### src/logic/hbpgc_regs.svh
`ifndef HBPGC_REGS_SVH
`define HBPGC_REGS_SVH
`define HB_CLK_MHZ 40
`define HB_MINPULSE_NS 2500
`define HB_LSPULSE_US 200
`define HB_OFF_CTRL 8'h00
`define HB_OFF_CFG 8'h04
`define HB_OFF_CMD 8'h08
`define HB_OFF_STAT 8'h0C
`define HB_OFF_CUR0 8'h10
`define HB_OFF_CUR5 8'h24
`define HB_CTRL_W 12
`define HB_CTRL_RST 12'h000
`define HB_CFG_RST 6'h00
`define HB_CTRL_REL_LSB 0
`define HB_CTRL_FILT_LSB 3
`define HB_CTRL_EVT_BIT 5
`define HB_CTRL_RATE_LSB 6
`define HB_CTRL_CUT_LSB 9
`define HB_CFG_START_LSB 0
`define HB_CFG_DEF_LSB 3
`define HB_CMD_START_BIT 0
`define HB_CMD_DEF_BIT 1
`define HB_STAT_LOCK_LSB 3
`define HB_STAT_RAW_LSB 6
`define HB_STAT_STRETCH_LSB 15
`define HB_FILT_BYP 2'h0
`define HB_FILT_CIC 2'h1
`define HB_FILT_IIR 2'h2
`define HB_SR_BASE 16'h0028
`define HB_CIC_LG_MAX 3'h4
`define HB_IIR_FRAC 8
`define HB_IIR_KMAX 4'h8
`endif

### src/logic/hbpgc_pkg.sv
package hbpgc_pkg;
  typedef enum logic [1:0] {HBPGC_BLOCKED, HBPGC_LSPULSE, HBPGC_RUN, HBPGC_FAULT} hbpgc_grp_e;
  typedef logic signed [23:0] hbpgc_acc_t;
endpackage

### src/logic/hbpgc_top.sv
// Operation
// [RULE1] one fault monitor per pair, reported
// [RULE2] pair fault switches both stages off
// [RULE3] stage n driven only by channel n
// [RULE4] gate command equals channel signal outside run; in run a new level waits until the last one has stood MIN_PULSE_CYC cycles
// [RULE5] released stage: exactly one switch on
// [RULE6] one release per pair of stages
// [RULE7] release always acts on both stages
// [RULE8] blocked off; drive0 high-side; drive1 low-side
// [RULE9] power-on: all stages blocked, both off
// [RULE10] each release edge: low-side on 200 us
// [RULE11] start and default release values applied
// [RULE12] 14-bit current sample at configured rate
// [RULE13] one sampling rate for six channels
// [RULE14] shared CIC, IIR or bypass path
// [RULE15] event mode forces the filter off
// [RULE16] CIC decimation derived from sampling rate
// [RULE17] second-order IIR, rate dependent cutoff
// [RULE18] measured current readable by software
// [RULE19] released drive pulses stretched to 2.5 us
// [RULE20] fault lockout until blocked and released again
`timescale 1ns/1ps
`include "hbpgc_regs.svh"
module hbpgc_top
  import hbpgc_pkg::*;
#(
  parameter int ADC_W = 14,
  parameter int MIN_PULSE_NS = `HB_MINPULSE_NS,
  parameter int MIN_PULSE_CYC = (MIN_PULSE_NS * `HB_CLK_MHZ + 999) / 1000,
  parameter int LS_PULSE_CYC = `HB_LSPULSE_US * `HB_CLK_MHZ
)
(
  input wire logic pclk, // module clock
  input wire logic presetn, // async reset, low active
  input wire logic ce, // clock enable, freezes all state
  input wire logic psel, // apb select
  input wire logic penable, // apb enable
  input wire logic pwrite, // apb direction
  input wire logic [7:0] paddr, // apb byte address
  input wire logic [31:0] pwdata, // apb write data
  output logic [31:0] prdata, // apb read data
  output logic pready, // apb ready
  output logic pslverr, // apb error on unmapped address
  input wire logic [5:0] stage_drive_cmd, // output channel n level, pin
  input wire logic [2:0] flt_short, // short circuit per pair, pin
  input wire logic [2:0] flt_over, // overcurrent per pair, pin
  input wire logic [2:0] flt_temp, // overtemperature per pair, pin
  input wire logic adc_valid, // converter result strobe
  input wire logic [6*ADC_W-1:0] adc_data, // six signed results
  output logic adc_req, // conversion request pulse
  output logic [5:0] power_stage_hs, // high-side gate per stage
  output logic [5:0] power_stage_ls, // low-side gate per stage
  output logic [2:0] pair_fault_monitor // fault report to diagnostics
);
  localparam int MPW = $clog2(MIN_PULSE_CYC + 1);
  localparam int LPW = $clog2(LS_PULSE_CYC + 1);
  localparam int CW = ADC_W + 4;

  if (ADC_W < 8 || ADC_W > 16 || MIN_PULSE_CYC < 1 || LS_PULSE_CYC < 1)
  begin : g_chk
    $error("hbpgc_top: unsupported parameter values");
  end

  function automatic logic [2:0] cic_lg(input logic [2:0] r);
    cic_lg = (r >= 3'h3) ? 3'h1 : `HB_CIC_LG_MAX - r;
  endfunction

  function automatic logic [3:0] iir_k(input logic [2:0] cut, input logic [2:0] r);
    logic [3:0] t;
    t = {1'b0, cut} + {2'b00, ~r[2:1]} + 4'h1;
    iir_k = (t > `HB_IIR_KMAX) ? `HB_IIR_KMAX : t;
  endfunction

  function automatic hbpgc_acc_t one_pole(input hbpgc_acc_t y, input hbpgc_acc_t x,
                                          input logic [3:0] k);
    one_pole = y + ((x - y) >>> k);
  endfunction

  // pin inputs, two-flop synchronisers
  logic [14:0] pin_s1_r;
  logic [14:0] pin_s2_r;
  always_ff @(posedge pclk or negedge presetn)
  begin
    if (!presetn)
    begin
      pin_s1_r <= '0;
      pin_s2_r <= '0;
    end
    else if (ce)
    begin
      pin_s1_r <= {flt_temp, flt_over, flt_short, stage_drive_cmd};
      pin_s2_r <= pin_s1_r;
    end
  end
  wire logic [5:0] drv_s = pin_s2_r[5:0];
  wire logic [2:0] sc_s = pin_s2_r[8:6];
  wire logic [2:0] oc_s = pin_s2_r[11:9];
  wire logic [2:0] ot_s = pin_s2_r[14:12];
  wire logic [2:0] fault_now = sc_s | oc_s | ot_s; // RULE1

  // registers
  logic [`HB_CTRL_W-1:0] ctrl_r;
  logic [5:0] cfg_r;
  logic [2:0] sticky_r;
  logic pready_r;
  logic pslverr_r;
  logic [31:0] prdata_r;
  logic [ADC_W-1:0] cur_r [6];

  wire logic [2:0] pair_release = ctrl_r[`HB_CTRL_REL_LSB +: 3];
  wire logic [1:0] filt_sel = ctrl_r[`HB_CTRL_FILT_LSB +: 2];
  wire logic evt_mode = ctrl_r[`HB_CTRL_EVT_BIT];
  wire logic [2:0] rate_sel = ctrl_r[`HB_CTRL_RATE_LSB +: 3]; // RULE13
  wire logic [2:0] cut_sel = ctrl_r[`HB_CTRL_CUT_LSB +: 3];
  wire logic [1:0] filt_eff = evt_mode ? `HB_FILT_BYP : filt_sel; // RULE15 RULE14

  wire logic setup_acc = psel & penable & ~pready_r;
  wire logic acc = psel & penable & pready_r;
  wire logic wr = acc & pwrite;
  wire logic hit_ctrl = paddr == `HB_OFF_CTRL;
  wire logic hit_cfg = paddr == `HB_OFF_CFG;
  wire logic hit_cmd = paddr == `HB_OFF_CMD;
  wire logic hit_stat = paddr == `HB_OFF_STAT;
  wire logic hit_cur = paddr >= `HB_OFF_CUR0 && paddr <= `HB_OFF_CUR5 && paddr[1:0] == 2'h0;
  wire logic hit_any = hit_ctrl | hit_cfg | hit_cmd | hit_stat | hit_cur;
  wire logic [7:0] cur_off = paddr - `HB_OFF_CUR0;
  wire logic [2:0] cur_idx = cur_off[4:2];

  // group sequencing
  hbpgc_grp_e st_r [3];
  hbpgc_grp_e st_nxt [3];
  logic [LPW-1:0] lsp_cnt_r [3];
  logic [5:0] cmd_r;
  logic [MPW-1:0] mp_cnt_r [6];
  logic [5:0] hs_nxt;
  logic [5:0] ls_nxt;
  logic [5:0] stretch;
  logic [2:0] lock;

  always_comb
  begin
    for (int g = 0; g < 3; g++)
    begin
      st_nxt[g] = st_r[g];
      case (st_r[g])
        HBPGC_BLOCKED:
          if (fault_now[g])
            st_nxt[g] = HBPGC_FAULT; // RULE2
          else if (pair_release[g])
            st_nxt[g] = HBPGC_LSPULSE; // RULE10
        HBPGC_LSPULSE:
          if (fault_now[g])
            st_nxt[g] = HBPGC_FAULT; // RULE2
          else if (!pair_release[g])
            st_nxt[g] = HBPGC_BLOCKED;
          else if (lsp_cnt_r[g] == '0)
            st_nxt[g] = HBPGC_RUN;
        HBPGC_RUN:
          if (fault_now[g])
            st_nxt[g] = HBPGC_FAULT; // RULE2
          else if (!pair_release[g])
            st_nxt[g] = HBPGC_BLOCKED;
        HBPGC_FAULT:
          // re-arm only via a blocked phase, so a stale release cannot restart
          if (!pair_release[g] && !fault_now[g])
            st_nxt[g] = HBPGC_BLOCKED; // RULE20
        default:
          st_nxt[g] = HBPGC_BLOCKED;
      endcase
    end
  end

  always_comb
  begin
    for (int s = 0; s < 6; s++)
    begin
      // both stages of pair s/2 follow the same state
      ls_nxt[s] = st_nxt[s / 2] == HBPGC_LSPULSE ||
                  (st_nxt[s / 2] == HBPGC_RUN && cmd_r[s]); // RULE7 RULE8 RULE10
      hs_nxt[s] = st_nxt[s / 2] == HBPGC_RUN && !cmd_r[s]; // RULE5 RULE8
      stretch[s] = st_r[s / 2] == HBPGC_RUN && mp_cnt_r[s] != '0 && drv_s[s] != cmd_r[s];
    end
    for (int g = 0; g < 3; g++)
      lock[g] = st_r[g] == HBPGC_FAULT;
  end

  always_ff @(posedge pclk or negedge presetn)
  begin
    if (!presetn)
    begin
      for (int g = 0; g < 3; g++)
      begin
        st_r[g] <= HBPGC_BLOCKED; // RULE9
        lsp_cnt_r[g] <= '0;
      end
    end
    else if (ce)
    begin
      for (int g = 0; g < 3; g++)
      begin
        st_r[g] <= st_nxt[g]; // RULE6
        if (st_r[g] != HBPGC_LSPULSE && st_nxt[g] == HBPGC_LSPULSE)
          lsp_cnt_r[g] <= LPW'(LS_PULSE_CYC - 1); // RULE10
        else if (lsp_cnt_r[g] != '0)
          lsp_cnt_r[g] <= lsp_cnt_r[g] - 1'b1;
      end
    end
  end

  // min pulse: in run a new level is taken only once the last one has stood long enough; outside run it is taken at once
  always_ff @(posedge pclk or negedge presetn)
  begin
    if (!presetn)
    begin
      cmd_r <= '0;
      for (int s = 0; s < 6; s++)
        mp_cnt_r[s] <= '0;
    end
    else if (ce)
    begin
      for (int s = 0; s < 6; s++)
      begin
        if (st_r[s / 2] != HBPGC_RUN)
        begin
          cmd_r[s] <= drv_s[s]; // RULE3 RULE4
          mp_cnt_r[s] <= MPW'(MIN_PULSE_CYC - 1); // RULE19
        end
        else if (mp_cnt_r[s] == '0 && drv_s[s] != cmd_r[s])
        begin
          cmd_r[s] <= drv_s[s]; // RULE3 RULE4
          mp_cnt_r[s] <= MPW'(MIN_PULSE_CYC - 1); // RULE19
        end
        else if (mp_cnt_r[s] != '0)
          mp_cnt_r[s] <= mp_cnt_r[s] - 1'b1; // RULE19
      end
    end
  end

  logic [5:0] hs_r;
  logic [5:0] ls_r;
  always_ff @(posedge pclk or negedge presetn)
  begin
    if (!presetn)
    begin
      hs_r <= '0; // RULE9
      ls_r <= '0; // RULE9
    end
    else if (ce)
    begin
      hs_r <= hs_nxt;
      ls_r <= ls_nxt;
    end
  end

  // register file
  always_ff @(posedge pclk or negedge presetn)
  begin
    if (!presetn)
    begin
      ctrl_r <= `HB_CTRL_RST;
      cfg_r <= `HB_CFG_RST;
      sticky_r <= '0;
    end
    else if (ce)
    begin
      if (wr && hit_ctrl)
        ctrl_r <= pwdata[`HB_CTRL_W-1:0];
      else if (wr && hit_cmd && pwdata[`HB_CMD_START_BIT])
        ctrl_r[`HB_CTRL_REL_LSB +: 3] <= cfg_r[`HB_CFG_START_LSB +: 3]; // RULE11
      else if (wr && hit_cmd && pwdata[`HB_CMD_DEF_BIT])
        ctrl_r[`HB_CTRL_REL_LSB +: 3] <= cfg_r[`HB_CFG_DEF_LSB +: 3]; // RULE11
      if (wr && hit_cfg)
        cfg_r <= pwdata[5:0];
      // a fault in the clearing cycle keeps its bit
      sticky_r <= (sticky_r & ~((wr && hit_stat) ? pwdata[2:0] : 3'h0)) | fault_now; // RULE1
    end
  end

  wire logic [31:0] stat_word = {11'h0, stretch, sc_s, oc_s, ot_s, lock, sticky_r};
  wire logic [31:0] rd_data =
      hit_ctrl ? {20'h00000, ctrl_r} :
      hit_cfg ? {26'h0, cfg_r} :
      hit_stat ? stat_word :
      hit_cur ? {{(32 - ADC_W){cur_r[cur_idx][ADC_W-1]}}, cur_r[cur_idx]} : // RULE18
      32'h00000000;

  always_ff @(posedge pclk or negedge presetn)
  begin
    if (!presetn)
    begin
      pready_r <= 1'b0;
      pslverr_r <= 1'b0;
      prdata_r <= '0;
    end
    else if (ce)
    begin
      pready_r <= setup_acc;
      pslverr_r <= setup_acc & ~hit_any;
      if (setup_acc && !pwrite)
        prdata_r <= rd_data;
    end
  end

  // sampling clock, common to all six channels
  logic [15:0] sr_cnt_r;
  logic adc_req_r;
  wire logic [15:0] sr_period = `HB_SR_BASE << rate_sel; // RULE13 RULE12
  always_ff @(posedge pclk or negedge presetn)
  begin
    if (!presetn)
    begin
      sr_cnt_r <= '0;
      adc_req_r <= 1'b0;
    end
    else if (ce)
    begin
      adc_req_r <= sr_cnt_r == '0; // RULE12
      if (sr_cnt_r == '0 || sr_cnt_r >= sr_period)
        sr_cnt_r <= sr_period - 16'h0001;
      else
        sr_cnt_r <= sr_cnt_r - 16'h0001;
    end
  end

  // digital filters
  logic [3:0] cic_cnt_r;
  logic signed [CW-1:0] cic_acc_r [6];
  hbpgc_acc_t iir1_r [6];
  hbpgc_acc_t iir2_r [6];
  wire logic [2:0] lg = cic_lg(rate_sel); // RULE16
  wire logic [3:0] kk = iir_k(cut_sel, rate_sel); // RULE17
  wire logic [3:0] cic_last = 4'((5'h01 << lg) - 5'h01); // RULE16
  wire logic cic_dump = cic_cnt_r >= cic_last;
  logic signed [ADC_W-1:0] smp [6];
  logic signed [CW-1:0] csum [6];
  hbpgc_acc_t sxs [6];
  always_comb
  begin
    for (int c = 0; c < 6; c++)
    begin
      smp[c] = adc_data[c * ADC_W +: ADC_W]; // RULE12
      csum[c] = cic_acc_r[c] + CW'(smp[c]);
      sxs[c] = hbpgc_acc_t'(smp[c]) <<< `HB_IIR_FRAC;
    end
  end

  always_ff @(posedge pclk or negedge presetn)
  begin
    if (!presetn)
    begin
      cic_cnt_r <= '0;
      for (int c = 0; c < 6; c++)
      begin
        cic_acc_r[c] <= '0;
        iir1_r[c] <= '0;
        iir2_r[c] <= '0;
        cur_r[c] <= '0;
      end
    end
    else if (ce && adc_valid)
    begin
      cic_cnt_r <= cic_dump ? 4'h0 : cic_cnt_r + 4'h1;
      for (int c = 0; c < 6; c++)
      begin
        cic_acc_r[c] <= cic_dump ? '0 : csum[c];
        // two cascaded poles stand in for the bessel pair, no multiplier
        iir1_r[c] <= one_pole(iir1_r[c], sxs[c], kk); // RULE17
        iir2_r[c] <= one_pole(iir2_r[c], iir1_r[c], kk); // RULE17
        case (filt_eff)
          `HB_FILT_CIC:
            if (cic_dump)
              cur_r[c] <= ADC_W'(csum[c] >>> lg); // RULE14
          `HB_FILT_IIR:
            cur_r[c] <= ADC_W'(iir2_r[c] >>> `HB_IIR_FRAC); // RULE14
          default:
            cur_r[c] <= smp[c]; // RULE14 RULE15
        endcase
      end
    end
  end

  logic [2:0] fault_rep_r;
  always_ff @(posedge pclk or negedge presetn)
  begin
    if (!presetn)
      fault_rep_r <= '0;
    else if (ce)
      fault_rep_r <= sticky_r | fault_now; // RULE1
  end

  assign prdata = prdata_r;
  assign pready = pready_r;
  assign pslverr = pslverr_r;
  assign adc_req = adc_req_r;
  assign power_stage_hs = hs_r;
  assign power_stage_ls = ls_r;
  assign pair_fault_monitor = fault_rep_r;
endmodule

### config.mk
export PLATFORM = sky130hd
export DESIGN_NAME = hbpgc_top
export DESIGN_NICKNAME = d
export VERILOG_FILES = /design/src/logic/hbpgc_pkg.sv /design/src/logic/hbpgc_top.sv
export VERILOG_INCLUDE_DIRS = /design/src /design/src/logic
export SDC_FILE = /design/constraint.sdc
export NUM_CORES = 2
export LEC_CHECK = 0
export ABC_CLOCK_PERIOD_IN_PS = 6500
export BUFFER_PORTS_ARGS = -buffer_cell sky130_fd_sc_hd__buf_2
export CORE_MARGIN = 10
export CORE_UTILIZATION = 50
export CTS_BUF_LIST = sky130_fd_sc_hd__clkbuf_4 sky130_fd_sc_hd__clkbuf_8
export DETAILED_ROUTE_END_ITERATION = 6
export PLACE_DENSITY = 0.69
export SETUP_SLACK_MARGIN = 0.02
export SYNTH_ARGS = -nofsm -noshare
export SYNTH_HDL_FRONTEND = slang
export SYNTH_SLANG_ARGS = --single-unit
### constraint.sdc
create_clock -name pclk -period 6.5 [get_ports pclk]
set_input_delay 0.325 -clock pclk [delete_from_list [all_inputs] [get_ports pclk]]
set_output_delay 0.325 -clock pclk [all_outputs]
set_load 0.02 [all_outputs]
==> impl_metrics.prom <==
# TYPE chip_impl_metric gauge
chip_impl_metric{name="drc",unit=""} 0
chip_impl_metric{name="hold_viol_final",unit=""} 0
chip_impl_metric{name="fraction_of_synthesis_flops_using_an_asynchronous_set_or_reset_pin",unit="%"} 100
chip_impl_metric{name="period_share",unit="%"} 93.3
chip_impl_metric{name="setup-violations-final",unit=""} 0
chip_impl_metric{name="clock-skew-final",unit="ns"} 0.0684
chip_impl_metric{name="cts_made_buffers",unit=""} 139
chip_impl_metric{name="initial_core_util",unit="%"} 50.4
chip_impl_metric{name="synth-edff-count",unit=""} 0
chip_impl_metric{name="die_h",unit="um"} 406
chip_impl_info{name="whs_endpoint",value="cur_r[55]"} 1
chip_impl_metric{name="cts_max_path_buffers",unit=""} 3
chip_impl_info{name="nature_of_the_critical_path_startpoint",value="flop"} 1
chip_impl_metric{name="report.final.slew_viol_count",unit=""} 0
chip_impl_metric{name="cts-htree-levels",unit=""} 4
chip_impl_metric{name="post_drt_via_cell_ratio",unit=""} 6.38
chip_impl_metric{name="grt_first_pass_wirelength",unit="um"} 421000
chip_impl_info{name="cp_slowest_cell",value="sky130_fd_sc_hd__or4b_1"} 1
chip_impl_info{name="cts_tree",value="built"} 1
chip_impl_metric{name="dp.final_hpwl",unit="um"} 204000
chip_impl_info{name="layout.cells.most_common",value="sky130_fd_sc_hd__nand2_1"} 1
chip_impl_metric{name="ys.warnings.count",unit=""} 0
chip_impl_metric{name="n_fill_cell",unit=""} 13900
chip_impl_metric{name="worst-endpoint-required",unit="ns"} 7.31
chip_impl_info{name="run_status",value="finished clean"} 1
chip_impl_metric{name="synth.ff_latch_count",unit=""} 684
chip_impl_metric{name="drt-pass1-iter-count",unit=""} 6
chip_impl_metric{name="seq_area_frac_synth",unit="%"} 22.9
chip_impl_info{name="hold_class",value="input pin to flop"} 1
chip_impl_metric{name="path_max_fanout",unit=""} 6
chip_impl_metric{name="design.final.nets",unit=""} 10800
chip_impl_metric{name="timing.fmax",unit="GHz"} 0.165
chip_impl_info{name="cts_root_buf",value="sky130_fd_sc_hd__clkbuf_8"} 1
chip_impl_metric{name="grt_max_degree",unit=""} 173
chip_impl_metric{name="core.rowCount",unit=""} 141
chip_impl_metric{name="route.detailed.wl_per_inst",unit="um"} 23.0
chip_impl_metric{name="core_area",unit="um^2"} 148000
chip_impl_metric{name="worst_hold_slack",unit="ns"} 0.0495
chip_impl_metric{name="first_global_vias",unit=""} 71300
chip_impl_metric{name="final.min_clock_period",unit="ns"} 6.07
chip_impl_metric{name="drive_gt1_share",unit="%"} 9.12
chip_impl_metric{name="worstPathArrival",unit="ns"} 6.88
chip_impl_info{name="worstReg2RegStart",value="iir1_r[48]"} 1
chip_impl_metric{name="synth_cell_types",unit=""} 115
chip_impl_metric{name="number_of_antenna_violations_at_the_first_check_in_global_routing",unit=""} 18
chip_impl_metric{name="worst-slew-pin-transition",unit="ns"} 1.27
chip_impl_info{name="r2r_end",value="iir2_r[71]"} 1
chip_impl_metric{name="global_route.overflow_total",unit=""} 0
chip_impl_metric{name="ant_nets",unit=""} 0
chip_impl_info{name="leading_area_contributor_after_synthesis",value="sky130_fd_sc_hd__dfrtp_1"} 1
chip_impl_metric{name="groute.usage.overall",unit="%"} 32.2
chip_impl_metric{name="port_buffers",unit=""} 175
chip_impl_metric{name="reg2reg_depth",unit=""} 26
chip_impl_info{name="most-common-layout-cells",value="1322 x sky130_fd_sc_hd__nand2_1, 926 x sky130_fd_sc_hd__o21ai_0, 809 x sky130_fd_sc_hd__nor2_1, 777 x sky130_fd_sc_hd__a21oi_1, 684 x sky130_fd_sc_hd__dfrtp_1"} 1
chip_impl_metric{name="clk_latency",unit="ns"} 0.93
chip_impl_metric{name="whs_path_depth",unit=""} 5
chip_impl_metric{name="fp.dieArea",unit="um^2"} 165000
chip_impl_info{name="grt_setup_unrepaired",value="false"} 1
chip_impl_metric{name="slowest_stage_delay_cp",unit="ns"} 0.49
chip_impl_metric{name="route.final.wire_length",unit="um"} 276000
chip_impl_info{name="largest_cells_by_area_after_synthesis",value="sky130_fd_sc_hd__dfrtp_1 23%, sky130_fd_sc_hd__ha_1 11%, sky130_fd_sc_hd__nand2_1 6.7%"} 1
chip_impl_metric{name="gp_routability_congestion",unit=""} 0.982
chip_impl_metric{name="rrSetupSlack",unit="ns"} 0.43
chip_impl_info{name="timing.setup.critical_path_class",value="flop to flop"} 1
chip_impl_info{name="crit_path_end_kind",value="flop"} 1
chip_impl_metric{name="timing.slew.headroom",unit="%"} 14.3
chip_impl_metric{name="cts_sinks",unit=""} 684
chip_impl_info{name="ys_dominant_reg_cell",value="sky130_fd_sc_hd__dfrtp_1"} 1
chip_impl_metric{name="syn_nets",unit=""} 10700
chip_impl_metric{name="detail_route.iter0.violations",unit=""} 8779
chip_impl_metric{name="synthesis.instances",unit=""} 9864
chip_impl_info{name="cp-startpoint",value="iir1_r[48]"} 1
chip_impl_metric{name="path_clk_slew",unit="ns"} 0.07
chip_impl_metric{name="boundaryPins",unit=""} 196
chip_impl_metric{name="synth.top_cell.area_share",unit="%"} 22.9
chip_impl_metric{name="max_cap_violations",unit=""} 0
chip_impl_metric{name="final.setup.tns",unit="ns"} 0
chip_impl_metric{name="detailed_route_via_count",unit=""} 76600
chip_impl_info{name="hold_path.startpoint",value="adc_data[41]"} 1
chip_impl_metric{name="synth_area",unit="um^2"} 74600
chip_impl_metric{name="area_growth",unit="%"} 10.0
chip_impl_metric{name="floorplan.die.width",unit="um"} 406
chip_impl_metric{name="avgSynthCellArea",unit="um^2"} 7.56
-- critical path: cells and delay by family (launching register included) --
family,cells,cell delay [ns]
adder cells (fa/ha/maj),3,0.98
AND/OR/NAND/NOR,8,1.77
flip-flops,1,0.42
AO/OA/AOI/OAI,11,2.18
buffers and inverters,2,0.29
XOR/XNOR,2,0.32
-- cell families (layout without fill, tap and decap cells) --
kind of cell | Yosys count | after routing | synth area share, %
xor gates and xnor gates | 582 | 582 | 6.90
and+or+nand+nor | 3280 | 3280 | 20.0
muxes | 364 | 364 | 5.44
AOI/OAI and AO/OA | 3291 | 3291 | 28.1
adders and majority gates | 673 | 673 | 11.5
DFF | 684 | 684 | 22.9
buffers and inverters | 990 | 1184 | 5.09
other | 0 | 16 | 0
-- metal layers --
layer  share of wire (%)  GRT usage (%)  vias to the layer above
met5               0.021              0                        -
met4                 5.8           16.8                        8
met3                  10           7.81                      738
met2                  41           46.8                     3557
met1                  43           43.9                    36200
li1                    -              -                    36100
-- flip-flops by register name, indices dropped and copies added (netlist names), 12 cells and up --
signal	cells
sr_cnt_r	16
lsp_cnt_r	39
pin_s2_r	15
cic_acc_r	108
prdata	22
cur_r	84
mp_cnt_r	42
pin_s1_r	15
iir1_r	144
iir2_r	144
ctrl_r	12
-- cell type report --
type | instances | area [um^2] | share of cell area [%]
timing repair buffer | 465 | 3660 | 4.46
clock inverter | 38 | 494 | 0.602
multi-input combinational | 8190 | 53900 | 65.7
antenna | 16 | 40.0 | 0.0488
tap | 1930 | 2410 | 2.94
inverter | 472 | 1770 | 2.16
sequential | 684 | 17100 | 20.9
clock buffer | 209 | 2650 | 3.22
-- Yosys cell counts, types with 25 or more instances --
library cell / instances
sky130_fd_sc_hd__o221ai_1: 47
sky130_fd_sc_hd__ha_1: 648
sky130_fd_sc_hd__o21a_1: 91
sky130_fd_sc_hd__a211oi_1: 185
sky130_fd_sc_hd__fa_1: 25
sky130_fd_sc_hd__or2_2: 50
sky130_fd_sc_hd__xnor2_1: 330
sky130_fd_sc_hd__nor2b_1: 82
sky130_fd_sc_hd__dfrtp_1: 684
sky130_fd_sc_hd__nor2_1: 815
sky130_fd_sc_hd__xor2_1: 245
sky130_fd_sc_hd__nor3_1: 212
sky130_fd_sc_hd__mux2_2: 102
sky130_fd_sc_hd__a21oi_1: 778
sky130_fd_sc_hd__and3_1: 116
sky130_fd_sc_hd__a22o_1: 57
sky130_fd_sc_hd__o31ai_1: 104
sky130_fd_sc_hd__a211o_1: 37
sky130_fd_sc_hd__mux2i_1: 239
sky130_fd_sc_hd__a31oi_1: 167
sky130_fd_sc_hd__o211ai_1: 163
sky130_fd_sc_hd__a311oi_1: 32
sky130_fd_sc_hd__inv_1: 472
sky130_fd_sc_hd__nand2_1: 1326
sky130_fd_sc_hd__nand3_1: 198
sky130_fd_sc_hd__clkbuf_1: 417
sky130_fd_sc_hd__nand2b_1: 98
sky130_fd_sc_hd__buf_1: 66
sky130_fd_sc_hd__o21ai_0: 929
sky130_fd_sc_hd__a21o_1: 187
sky130_fd_sc_hd__or3_1: 103
sky130_fd_sc_hd__o21ai_1: 47
sky130_fd_sc_hd__o21bai_1: 56
sky130_fd_sc_hd__o22ai_1: 34
sky130_fd_sc_hd__a221oi_1: 46
sky130_fd_sc_hd__nor3b_1: 25
sky130_fd_sc_hd__and2_1: 76
sky130_fd_sc_hd__a22oi_1: 26
sky130_fd_sc_hd__a31o_2: 29
sky130_fd_sc_hd__nor4_1: 36
sky130_fd_sc_hd__nand4_1: 46
-- what timing repair did --
item / CTS / global route
setup buffers: 0 / 3
endpoints found under the setup margin: 0 / 16
endpoints found under the hold margin: 212 / 0
hold buffers: 99 / 0
resized for setup: 0 / 15
-- worst max path at each step --
stage,endpoint,slack [ns],cells after the start
6_report,iir2_r[71],0.43,26
3_3_place_gp,iir2_r[71],0.43,26
5_1_grt,iir2_r[71],0.003,26
3_5_place_dp,iir2_r[70],0.38,26
4_1_cts,iir2_r[70],0.35,26
2_1_floorplan,iir2_r[118],0.99,25
-- through the flow --
step / cells / util, % / cell area, um^2 / setup slack, ns
after floorplan: 9864 / - / 74600 / 0.987
after global placement: 11600 / 52.6 / 77800 / 0.430
after detailed placement: 11600 / 52.6 / 77800 / 0.379
after CTS: 12000 / 55.4 / 81900 / 0.351
after global routing: 12000 / 55.4 / 82100 / 0.00302
final: 12000 / 55.5 / 82100 / 0.433
Power is not shown: default switching activity piles up to over one toggle a cycle in this logic, so the estimate is an artifact.
